**src/include/acs_pkg.sv**
```systemverilog
// Package: control word layout, status layout, decode enums, timing.
`default_nettype none
package acs_pkg;
    localparam int CTRL_W = 14;
    localparam int STAT_W = 16;
    // Control word bit positions
    localparam int C_CFG = 13;
    localparam int C_CH_HI = 12;
    localparam int C_CH_LO = 10;
    localparam int C_PM_HI = 9;
    localparam int C_PM_LO = 8;
    localparam int C_RB_HI = 7;
    localparam int C_RB_LO = 6;
    localparam int C_IFM = 5;
    localparam int C_CONV = 4;
    localparam int C_CALTYPE = 3;
    localparam int C_SLOT_HI = 2;
    localparam int C_SLOT_LO = 1;
    localparam int C_LAUNCH = 0;
    // Status bit positions
    localparam int S_ZERO = 15;
    localparam int S_BUSY = 14;
    localparam int S_DONTCARE = 4;
    localparam logic [13:0] CTRL_RESET = 14'h0000;
    localparam logic [15:0] STAT_RESET = 16'h0000;
    localparam logic [1:0] RB_STATUS = 2'h3;
    // Step and conversion durations in ns, counts at 8 ns clock
    localparam int CLK_NS = 8;
    localparam int CONV_NS = 4000;
    localparam int STEP_NS = 8000;
    localparam int CONV_CYC = (CONV_NS + CLK_NS - 1) / CLK_NS;
    localparam int STEP_CYC = (STEP_NS + CLK_NS - 1) / CLK_NS;
    // Input select codes: 1..8 analog inputs, 0 analog ground
    localparam logic [3:0] SEL_GND = 4'h0;
    typedef enum logic [1:0] {ACS_STEP_DAC, ACS_STEP_GAIN, ACS_STEP_OFS,
                              ACS_STEP_NONE} acs_step_t;
    typedef enum {ACS_IDLE, ACS_CONV, ACS_CAL} acs_state_t;
endpackage : acs_pkg
`default_nettype wire

```
**src/design/acs_chan_decode.sv**
```systemverilog
// Channel select to sample input pair decode.
`timescale 1ns/1ns
`default_nettype none
module acs_chan_decode
    import acs_pkg::*;
(
    input wire logic input_config_select,
    input wire logic [2:0] channel_sel,
    output logic [3:0] pos_sel,
    output logic [3:0] neg_sel
);
    logic [3:0] odd_in;
    logic [3:0] even_in;
    always_comb
    begin
        odd_in = {1'b0, channel_sel[1:0], 1'b0} + 4'h1;
        even_in = {1'b0, channel_sel[1:0], 1'b0} + 4'h2;
        if (input_config_select)
        begin
            pos_sel = channel_sel[2] ? even_in : odd_in;
            neg_sel = SEL_GND;
        end
        else
        begin
            pos_sel = channel_sel[2] ? even_in : odd_in;
            neg_sel = channel_sel[2] ? odd_in : even_in;
        end
    end
endmodule : acs_chan_decode
`default_nettype wire

```
**src/design/acs_control_status.sv**
```systemverilog
// Converter control register, calibration sequencer and status readback.
//
// Contract
// - Pseudo-differential codes pick pairs, swap on bit2
// - Single-ended: negative is ground, odd then even
// - Self code 000: DAC, gain, offset
// - Self 01 gain+offset, 10 offset, 11 gain
// - System code 100: DAC, system gain, offset
// - System 01 gain+offset, 10 offset, 11 gain
// - Status is read-only, selected by readback 11
// - Status clears to zero at reset
// - Status bit 15 always zero
// - Bit 14 busy for conversion or calibration
// - Bits 13..10 show config and channel
// - Bits 9..8 show power management bits
// - Bits 7..6 read one on status
// - Bit 5 interface mode, cleared each read
// - Bit 3 shows calibration type
// - Bit 0 high while calibration runs
// - Bits 2..1 show calibration selection
// - Readback 11 makes reads return status
// - Conversion start self-clears at completion
// - Calibration launch self-clears at finish
`timescale 1ns/1ns
`default_nettype none
module acs_control_status
    import acs_pkg::*;
#(
    parameter int CONV_CYCLES = CONV_CYC,
    parameter int STEP_CYCLES = STEP_CYC
)
(
    input wire logic core_clk,
    input wire logic sys_rst,
    input wire logic ctrl_wr,
    input wire logic [13:0] ctrl_wdata,
    input wire logic rd_start,
    input wire logic rd_done,
    output logic [15:0] rd_data,
    output logic rd_is_status,
    output logic [3:0] pos_sel,
    output logic [3:0] neg_sel,
    output logic busy,
    output logic cal_active,
    output logic conv_active,
    output logic [1:0] cal_step,
    output logic cal_system
);
    logic [13:0] ctrl_q, ctrl_d;
    logic [15:0] rd_q, rd_d;
    logic rd_is_status_q, rd_is_status_d;
    logic [3:0] pos_q, pos_d, neg_q, neg_d;
    logic [3:0] pos_w, neg_w;
    acs_state_t st_q, st_d;
    acs_step_t step_q, step_d;
    logic [31:0] cnt_q, cnt_d;
    logic [13:0] live;
    logic busy_q, busy_d, cal_q, cal_d, conv_q, conv_d;

    // Next step of a calibration sequence; NONE ends it
    function automatic acs_step_t next_step(input acs_step_t cur,
                                            input logic [1:0] slot);
        acs_step_t r;
        r = ACS_STEP_NONE;
        case (cur)
            ACS_STEP_DAC: r = ACS_STEP_GAIN;
            ACS_STEP_GAIN: r = (slot == 2'h3) ? ACS_STEP_NONE
                                               : ACS_STEP_OFS;
            default: r = ACS_STEP_NONE;
        endcase
        return r;
    endfunction : next_step

    function automatic acs_step_t first_step(input logic [1:0] slot);
        acs_step_t r;
        r = ACS_STEP_DAC;
        case (slot)
            2'h0: r = ACS_STEP_DAC;
            2'h1: r = ACS_STEP_GAIN;
            2'h2: r = ACS_STEP_OFS;
            default: r = ACS_STEP_GAIN;
        endcase
        return r;
    endfunction : first_step

    acs_chan_decode u_dec (
        .input_config_select(ctrl_q[C_CFG]),
        .channel_sel(ctrl_q[C_CH_HI:C_CH_LO]),
        .pos_sel(pos_w),
        .neg_sel(neg_w)
    );

    // Live view: a write in the read-start cycle is already visible
    assign live = ctrl_wr ? ctrl_wdata : ctrl_q;

    always_comb
    begin
        ctrl_d = ctrl_q;
        st_d = st_q;
        step_d = step_q;
        cnt_d = cnt_q;
        if (ctrl_wr)
        begin
            ctrl_d = ctrl_wdata;
        end
        case (st_q)
            ACS_IDLE:
            begin
                if (ctrl_d[C_LAUNCH])
                begin
                    st_d = ACS_CAL;
                    step_d = first_step(ctrl_d[C_SLOT_HI:C_SLOT_LO]);
                    cnt_d = 32'h0;
                end
                else if (ctrl_d[C_CONV])
                begin
                    st_d = ACS_CONV;
                    cnt_d = 32'h0;
                end
            end
            ACS_CONV:
            begin
                cnt_d = cnt_q + 32'h1;
                if (cnt_q == 32'(CONV_CYCLES - 1))
                begin
                    st_d = ACS_IDLE;
                    ctrl_d[C_CONV] = 1'b0;
                end
            end
            ACS_CAL:
            begin
                cnt_d = cnt_q + 32'h1;
                if (cnt_q == 32'(STEP_CYCLES - 1))
                begin
                    cnt_d = 32'h0;
                    step_d = next_step(step_q,
                                       ctrl_q[C_SLOT_HI:C_SLOT_LO]);
                    if (step_d == ACS_STEP_NONE)
                    begin
                        st_d = ACS_IDLE;
                        ctrl_d[C_LAUNCH] = 1'b0;
                    end
                end
            end
            default: st_d = ACS_IDLE;
        endcase
        // Interface mode drops after every read cycle
        if (rd_done)
        begin
            ctrl_d[C_IFM] = 1'b0;
        end
        // Registered so the status outputs carry no decode glitches
        busy_d = (st_d != ACS_IDLE);
        cal_d = (st_d == ACS_CAL);
        conv_d = (st_d == ACS_CONV);
    end

    always_comb
    begin
        rd_d = rd_q;
        rd_is_status_d = (live[C_RB_HI:C_RB_LO] == RB_STATUS);
        pos_d = pos_w;
        neg_d = neg_w;
        // Other read targets live outside this block; hold last word
        if (rd_start && rd_is_status_d)
        begin
            rd_d = '0;
            rd_d[S_ZERO] = 1'b0;
            rd_d[S_BUSY] = (st_q != ACS_IDLE);
            rd_d[13:10] = live[C_CFG:C_CH_LO];
            rd_d[9:8] = live[C_PM_HI:C_PM_LO];
            rd_d[7:6] = 2'h3;
            rd_d[5] = live[C_IFM];
            rd_d[S_DONTCARE] = 1'b0;
            rd_d[3] = live[C_CALTYPE];
            rd_d[2:1] = live[C_SLOT_HI:C_SLOT_LO];
            rd_d[0] = (st_q == ACS_CAL);
        end
    end

    always_ff @(posedge core_clk)
    begin
        if (sys_rst)
        begin
            ctrl_q <= CTRL_RESET;
            rd_q <= STAT_RESET;
            rd_is_status_q <= 1'b0;
            pos_q <= 4'h0;
            neg_q <= 4'h0;
            st_q <= ACS_IDLE;
            step_q <= ACS_STEP_NONE;
            cnt_q <= 32'h0;
            busy_q <= 1'b0;
            cal_q <= 1'b0;
            conv_q <= 1'b0;
        end
        else
        begin
            ctrl_q <= ctrl_d;
            rd_q <= rd_d;
            rd_is_status_q <= rd_is_status_d;
            pos_q <= pos_d;
            neg_q <= neg_d;
            st_q <= st_d;
            step_q <= step_d;
            cnt_q <= cnt_d;
            busy_q <= busy_d;
            cal_q <= cal_d;
            conv_q <= conv_d;
        end
    end

    assign rd_data = rd_q;
    assign rd_is_status = rd_is_status_q;
    assign pos_sel = pos_q;
    assign neg_sel = neg_q;
    assign busy = busy_q;
    assign cal_active = cal_q;
    assign conv_active = conv_q;
    assign cal_step = step_q;
    assign cal_system = ctrl_q[C_CALTYPE];
endmodule : acs_control_status
`default_nettype wire

```
**config.mk**
```make
export PLATFORM = sky130hd
export DESIGN_NAME = acs_control_status
export DESIGN_NICKNAME = d
export VERILOG_FILES = /design/src/include/acs_pkg.sv /design/src/design/acs_chan_decode.sv /design/src/design/acs_control_status.sv
export SDC_FILE = /design/constraint.sdc
export NUM_CORES = 1
export LEC_CHECK = 0
export BUFFER_PORTS_ARGS = -buffer_cell sky130_fd_sc_hd__buf_2
export CAP_MARGIN = 20
export CORE_ASPECT_RATIO = 1.75
export CORE_UTILIZATION = 35
export CTS_CLUSTER_DIAMETER = 100
export DETAILED_ROUTE_END_ITERATION = 7
export GPL_TIMING_DRIVEN = 0
export PLACE_DENSITY = 0.63
export SYNTH_ARGS = -nofsm -noshare
export SYNTH_HDL_FRONTEND = slang
export SYNTH_SLANG_ARGS = --single-unit
```
**constraint.sdc**
```tcl
create_clock -name core_clk -period 2.5 [get_ports core_clk]
set_input_delay 0.5 -clock core_clk [delete_from_list [all_inputs] [get_ports core_clk]]
set_output_delay 0.5 -clock core_clk [all_outputs]
set_load 0.05 [all_outputs]
```
Word-level counts from Yosys, hierarchy flattened
Index checks and enable logic that the tools add are counted.
Storage, ports and cells
  flip-flop bits (word level): 106
  bits in latches: 0
  bits in writable memories: 0
  bits in read-only memories: 0
  bits of input ports: 19
  output and inout bits: 31
  logic and storage cells: 68
  memories kept: 0
Cells by class
  $add $sub $neg: 3
  multiply operators: 0
  divide/modulo/power cells: 0
  magnitude comparators: 0
  eq/ne operators: 15
  shifts and indexed selects: 0
  muxes and demuxes: 26
  bitwise gates (word level): 0
  reduce and logical (&&, ||, !) cells: 12
Operators by type and width (number)
  $mux 32: 8
  $pmux 32 s3: 2
  $eq 32x2->1 const B: 2
  $eq 32x3->1 const B: 2
  $reduce_bool 32->1: 2
  $add 32x1->32 const B: 1
  $eq 32x1->1 const B: 1
  $eq 32x10->1 const B: 1
  $eq 32x9->1 const B: 1
  $logic_not 32->1: 1
  $mux 14: 1
  $pmux 2 s2: 3
  $eq 2x2->1 const B: 4
  $mux 2: 4
  $mux 4: 2
  $mux 1: 6
  $add 3x1->4 const B: 1
  $add 3x2->4 const B: 1
  $logic_not 2->1: 2
  $ne 2x2->1 const B: 2
  $reduce_or 2->1: 2
  $ne 3x3->1 const B: 1
  $reduce_and 3->1: 1
  $reduce_bool 3->1: 1
  other kinds (4): 4

Longest topological paths before layout
  depth in word-level cells: 10
  depth in mapped cells: 8
  gate-level depth less buffers: 6

Cells and area by module
A second synthesis with hierarchy kept.
Second synthesis, totals
  cell total of the unflattened synthesis: 411
  area, all modules: 3960.0 um^2
By module, submodules not included
  acs_control_status: times used 1, cells an instance 400, area an instance 3865.0 um^2, seq. area each 2102.0 um^2
  acs_chan_decode: times used 1, cells an instance 11, area an instance 95.1 um^2, seq. area each 0.0 um^2

Least setup slack after synthesis
Ideal clock, no wire load.
  path type: input to register
  start: input port ctrl_wr
  end: register cnt_q[29]
  data arrival time: 2.247 ns
  required time: 2.430 ns
  slack: 0.183 ns
  cell stages on the path: 7
  path through: buf_2 nor3b_1 o21a_1 or4_4 buf_6 or4_1 a21oi_1
Between the ends
  cells in the longest elaborated chain, start to end: 3
  elaborated cells on any way between the ends: 5
  classes of those cells: 1 x eq/ne; 3 x mux; 1 x reduce/logical
Ends and longest elaborated chain
  start: declaration: line acs_control_status.sv:35  | input wire logic ctrl_wr,
  $mux 14 (*): line acs_control_status.sv:102  | if (ctrl_wr)
  $mux 32 or $ne 3x3->1 (tied branches)
  $pmux 32 s3 or $reduce_and 2->1 (tied branches)
  end signal: assignment: line acs_control_status.sv:206  | cnt_q <= cnt_d;
  end: declaration: line acs_control_status.sv:56  | logic [31:0] cnt_q, cnt_d;
Mark *: on every way between the ends. The rest lies on a longest branch, timed or not.
A chain may end at the register's enable or synchronous reset.

Worst setup path in the final report
  start: register st_q[1]
  end: register cnt_q[20]
Between the ends
  cells in the longest elaborated chain, start to end: 3
  elaborated cells on any way between the ends: 7
  classes of those cells: 3 x eq/ne; 1 x mux; 3 x reduce/logical
Ends and longest elaborated chain
  start: declaration: line acs_control_status.sv:54  | acs_state_t st_q, st_d;
  start signal: assignment: line acs_control_status.sv:204  | st_q <= st_d;
  $eq 32x2->1 (tied with other cells): line acs_control_status.sv:106  | case (st_q)
  $reduce_bool 3->1 (no line) or $ne 3x3->1 (tied branches)
  $reduce_and 2->1 (no line)
Parallel ways exist; a longest one is shown, timed or not.

==> metrics.txt <==
# TYPE chip_impl_metric gauge
chip_impl_metric{name="yosysWarningCount",unit=""} 0
chip_impl_info{name="worstHoldEndpoint",value="ctrl_q[5]"} 1
chip_impl_metric{name="final_nets",unit=""} 540
chip_impl_metric{name="worst-endpoint-arrival",unit="ps"} 2710
chip_impl_info{name="cts_root_buffer",value="sky130_fd_sc_hd__clkbuf_16"} 1
chip_impl_metric{name="initial_core_util",unit=""} 0.357
chip_impl_metric{name="max_cap_viol_count",unit=""} 0
chip_impl_metric{name="min_path_cells",unit=""} 2
chip_impl_metric{name="grt_pass1_wl",unit="um"} 15800
chip_impl_info{name="r2r_end",value="cnt_q[20]"} 1
chip_impl_info{name="tritoncts",value="done"} 1
chip_impl_metric{name="initial_antenna_violation_count",unit=""} 0
chip_impl_metric{name="antenna_violating_nets_post_route",unit=""} 0
chip_impl_metric{name="detail_route.wl_per_cell",unit="um"} 14.8
chip_impl_info{name="worst_setup_path_end_kind",value="register"} 1
chip_impl_metric{name="asyncSetResetFlopFracSynth",unit=""} 0
chip_impl_metric{name="final_design_area_no_fill",unit="mm^2"} 0.00505
chip_impl_metric{name="r2r.worst_path.cells",unit=""} 6
chip_impl_metric{name="flow.area_growth_from_synthesis",unit="%"} 22.8
chip_impl_metric{name="grt.total_usage",unit=""} 0.164
chip_impl_info{name="worst_setup_path_start_kind",value="register"} 1
chip_impl_metric{name="post_synth_inst_count",unit=""} 421
chip_impl_metric{name="clock_path_buffers",unit=""} 2
chip_impl_metric{name="yosys.cell_types.count",unit=""} 44
chip_impl_metric{name="drt-vias-per-instance",unit=""} 5.33
chip_impl_metric{name="cell_area_after_technology_mapping",unit="mm^2"} 0.00412
chip_impl_metric{name="yosysTopAreaCellShare",unit=""} 0.511
chip_impl_metric{name="clkLatencyLatePin",unit="ps"} 350
chip_impl_metric{name="synth_seq_cells",unit=""} 105
chip_impl_metric{name="diodes",unit=""} 0
chip_impl_metric{name="gp_routability_congestion",unit=""} 0.867
chip_impl_info{name="hp-start",value="rd_done"} 1
chip_impl_metric{name="initialDrtViolationCount",unit=""} 129
chip_impl_metric{name="io-pin-count",unit=""} 50
chip_impl_metric{name="worst-slew-pin-transition",unit="ps"} 802
chip_impl_metric{name="power_frac_clock",unit=""} 0.410
chip_impl_metric{name="sw_ratio",unit=""} 0.255
chip_impl_metric{name="detailedPlacementHpwl",unit="um"} 7460
chip_impl_info{name="critPathKind",value="reg -> reg"} 1
chip_impl_info{name="regToRegStartpoint",value="st_q[1]"} 1
chip_impl_metric{name="std_cell_core_area",unit="mm^2"} 0.0115
chip_impl_metric{name="clock_skew",unit="ps"} 9.94
chip_impl_metric{name="detail_route.drc_violations",unit=""} 16
chip_impl_metric{name="cell_pwr_density",unit="mW/mm^2"} 665
chip_impl_metric{name="final.min_clock_period",unit="ps"} 2430
chip_impl_metric{name="syn_avg_cell_area",unit="um^2"} 9.78
chip_impl_metric{name="intPower",unit="W"} 0.00250
chip_impl_info{name="yosys_most_used_dff",value="sky130_fd_sc_hd__dfxtp_1"} 1
chip_impl_metric{name="p_comb_frac",unit=""} 0.067
chip_impl_metric{name="placed_cell_area",unit="mm^2"} 0.00464
chip_impl_metric{name="timing.final.hold_violations",unit=""} 0
chip_impl_metric{name="rows",unit=""} 52
chip_impl_metric{name="dpl.cell_count",unit=""} 634
chip_impl_metric{name="detailedRoute.firstPassIterationCount",unit=""} 6
chip_impl_info{name="outcome",value="finished, violations left"} 1
chip_impl_metric{name="fraction_of_final_layout_cells_sized_beyond_drive_strength_1",unit=""} 0.185
chip_impl_metric{name="die_h",unit="um"} 145
chip_impl_metric{name="ff2ff_setup_slack",unit="ps"} 70
chip_impl_metric{name="power.share.sequential",unit=""} 0.523
chip_impl_metric{name="synth-seq-area-share",unit=""} 0.511
chip_impl_info{name="violations",value="design-rule violations"} 1
chip_impl_metric{name="worst_ir_drop_vdd",unit="mV"} 0.461
chip_impl_metric{name="max_slew_margin",unit=""} 0.465
chip_impl_info{name="holdCritPathClass",value="in -> reg"} 1
chip_impl_metric{name="stdcell_count",unit=""} 658
chip_impl_metric{name="tritoncts_buffers",unit=""} 9
chip_impl_metric{name="crit_fanout",unit=""} 10
chip_impl_metric{name="crit_required",unit="ps"} 2780
chip_impl_metric{name="maxSlewViolCount",unit=""} 0
chip_impl_metric{name="number_of_enable_flip_flop_cells_after_synthesis",unit=""} 0
chip_impl_metric{name="grt_pass1_vias",unit=""} 3392
chip_impl_metric{name="leak",unit="nW"} 1.93
chip_impl_metric{name="max_freq",unit="GHz"} 0.412
chip_impl_metric{name="count_of_buffers_from_port_buffering",unit=""} 46
chip_impl_metric{name="die_area",unit="mm^2"} 0.0122
chip_impl_metric{name="netSwitchingPower",unit="W"} 0.000858
chip_impl_metric{name="grt_max_degree",unit=""} 21
chip_impl_metric{name="dp_worst_setup_slack",unit="ps"} -309
chip_impl_metric{name="residual_overflow_from_global_routing",unit=""} 0
chip_impl_metric{name="tritoncts_num_sinks",unit=""} 105
chip_impl_metric{name="nFillCells",unit=""} 1115
chip_impl_metric{name="post-route-util",unit=""} 0.439
chip_impl_metric{name="clk_pin_slew_worst_paths",unit="ps"} 80
chip_impl_info{name="synth_top_cells_by_area",value="sky130_fd_sc_hd__dfxtp_1 51%, sky130_fd_sc_hd__mux2i_1 4.4%, sky130_fd_sc_hd__nor2_1 3.9%, sky130_fd_sc_hd__or4_1 3.6%, sky130_fd_sc_hd__o31ai_1 3.3%"} 1
chip_impl_metric{name="setup_viol",unit=""} 0
chip_impl_info{name="synth_top_area_cell",value="sky130_fd_sc_hd__dfxtp_1"} 1
chip_impl_metric{name="routed_wirelength",unit="um"} 9740
chip_impl_metric{name="worst_slack",unit="ps"} 72.5
chip_impl_metric{name="die_width",unit="um"} 84.0
chip_impl_metric{name="via_count",unit=""} 3506
chip_impl_metric{name="timing.final.crit_share",unit=""} 0.971
chip_impl_metric{name="cts_max_level",unit=""} 3
[power by group through the flow]
stage	Sequential [W]	Combinational, W	Clock, W
CTS	0.00176	0.000224	0.00141
global route	0.00176	0.000244	0.00147
global placement	0.00179	0.000218	0
finish	0.00176	0.000225	0.00138
floorplan	0.00184	0.000107	0
detailed placement	0.00179	0.000220	0
[worst max path at each step]
stage | start | to
finish | st_q[1] | cnt_q[20]
global route | cnt_q[0] | cnt_q[21]
CTS | st_q[27] | cnt_q[25]
detailed placement | st_q[13] | cnt_q[26]
global placement | st_q[13] | cnt_q[30]
floorplan | ctrl_wr | cnt_q[29]
[sequential cells by signal, indices dropped and copies added (netlist names), 2 cells and up]
register  flops
cal_step      2
cnt_q        32
ctrl_q       14
neg_sel       4
pos_sel       4
rd_data      13
st_q         32
[Yosys cell counts (all sizes together) (3+ instances only)]
| master | number |
|---|---|
| nand3 | 12 |
| and3 | 9 |
| or3 | 11 |
| buf | 11 |
| and4 | 5 |
| or4 | 21 |
| o31ai | 18 |
| nor3 | 10 |
| o21ai | 11 |
| nor2 | 43 |
| nand2 | 22 |
| ha | 3 |
| inv | 6 |
| clkbuf | 13 |
| nor4 | 19 |
| dfxtp | 105 |
| a211oi | 16 |
| xnor2 | 5 |
| nand4 | 12 |
| mux2i | 18 |
| and2 | 4 |
| a21oi | 25 |
[routing by layer]
layer | vias up | track usage | part of all wire
met5 | - | 0 | 0
met2 | 84 | 0.330 | 0.58
li1 | 1732 | - | -
met3 | 21 | 0.0278 | 0.033
met1 | 1669 | 0.153 | 0.35
met4 | 0 | 0.0853 | 0.030
[cells by family after synthesis]
group,after synthesis,synth area share
buffers and inverters,30,0.0350
AOI/OAI and AO/OA,77,0.124
DFF,105,0.511
adders and majority gates,3,0.00912
and+or+nand+nor,179,0.259
other,1,0.000911
muxes,19,0.0465
xor gates and xnor gates,7,0.0149
[placed cells by master, fill, tap and decap left out, types with 3 or more instances in the layout]
cell | netlist | routed
sky130_fd_sc_hd__a211oi_1 | 16 | 16
sky130_fd_sc_hd__a21oi_1 | 25 | 25
sky130_fd_sc_hd__and2_1 | 4 | 4
sky130_fd_sc_hd__and3_1 | 9 | 9
sky130_fd_sc_hd__and4_1 | 5 | 5
sky130_fd_sc_hd__buf_2 | 4 | 49
sky130_fd_sc_hd__buf_4 | 3 | 14
sky130_fd_sc_hd__clkbuf_1 | 13 | 10
sky130_fd_sc_hd__clkbuf_16 | 0 | 9
sky130_fd_sc_hd__conb_1 | 1 | 32
sky130_fd_sc_hd__dfxtp_1 | 105 | 105
sky130_fd_sc_hd__ha_1 | 3 | 3
sky130_fd_sc_hd__inv_1 | 6 | 6
sky130_fd_sc_hd__mux2i_1 | 18 | 18
sky130_fd_sc_hd__nand2_1 | 22 | 22
sky130_fd_sc_hd__nand3_1 | 12 | 12
sky130_fd_sc_hd__nand4_1 | 11 | 11
sky130_fd_sc_hd__nor2_1 | 43 | 43
sky130_fd_sc_hd__nor3_1 | 10 | 9
sky130_fd_sc_hd__nor4_1 | 14 | 12
sky130_fd_sc_hd__nor4_4 | 4 | 7
sky130_fd_sc_hd__o21ai_0 | 11 | 11
sky130_fd_sc_hd__o31ai_1 | 18 | 17
sky130_fd_sc_hd__or3_1 | 11 | 11
sky130_fd_sc_hd__or4_1 | 20 | 20
sky130_fd_sc_hd__xnor2_1 | 5 | 5
[repair_timing]
action / 4_1_cts / 5_1_grt
gates resized for setup: 10 / 4
setup buffers: 0 / 8
hold buffers: 0 / 0
setup endpoints to repair: 32 / 32
pin swaps: 2 / 4
[layout make-up]
type,instances,area [um^2],share of cell area
buffer,24,133,0.0262
clock buffer,9,225,0.0446
clock inverter,7,72.6,0.0144
inverter,6,22.5,0.00446
multi-input combinational,317,2040,0.403
sequential,105,2100,0.416
tap,135,169,0.0334
timing repair buffer,55,295,0.0584
[per-stage QoR]
step                      TNS (ps)  hold WS (ps)  total power [W]
after floorplan                  0           450          0.00195
after global placement       -3710           465          0.00201
after detailed placement     -4720           481          0.00201
after CTS                        0           310          0.00339
after global routing         -7.67           314          0.00348
final                            0           317          0.00336
[worst max-delay path: stages, from the launching register on]
cell	delay, ps
sky130_fd_sc_hd__dfxtp_1	400
sky130_fd_sc_hd__a211oi_1	370
sky130_fd_sc_hd__nand4_1	240
sky130_fd_sc_hd__or4_1	580
sky130_fd_sc_hd__clkbuf_2	260
sky130_fd_sc_hd__or3_1	380
sky130_fd_sc_hd__a21oi_1	140
(Power assumes the default switching activity.)
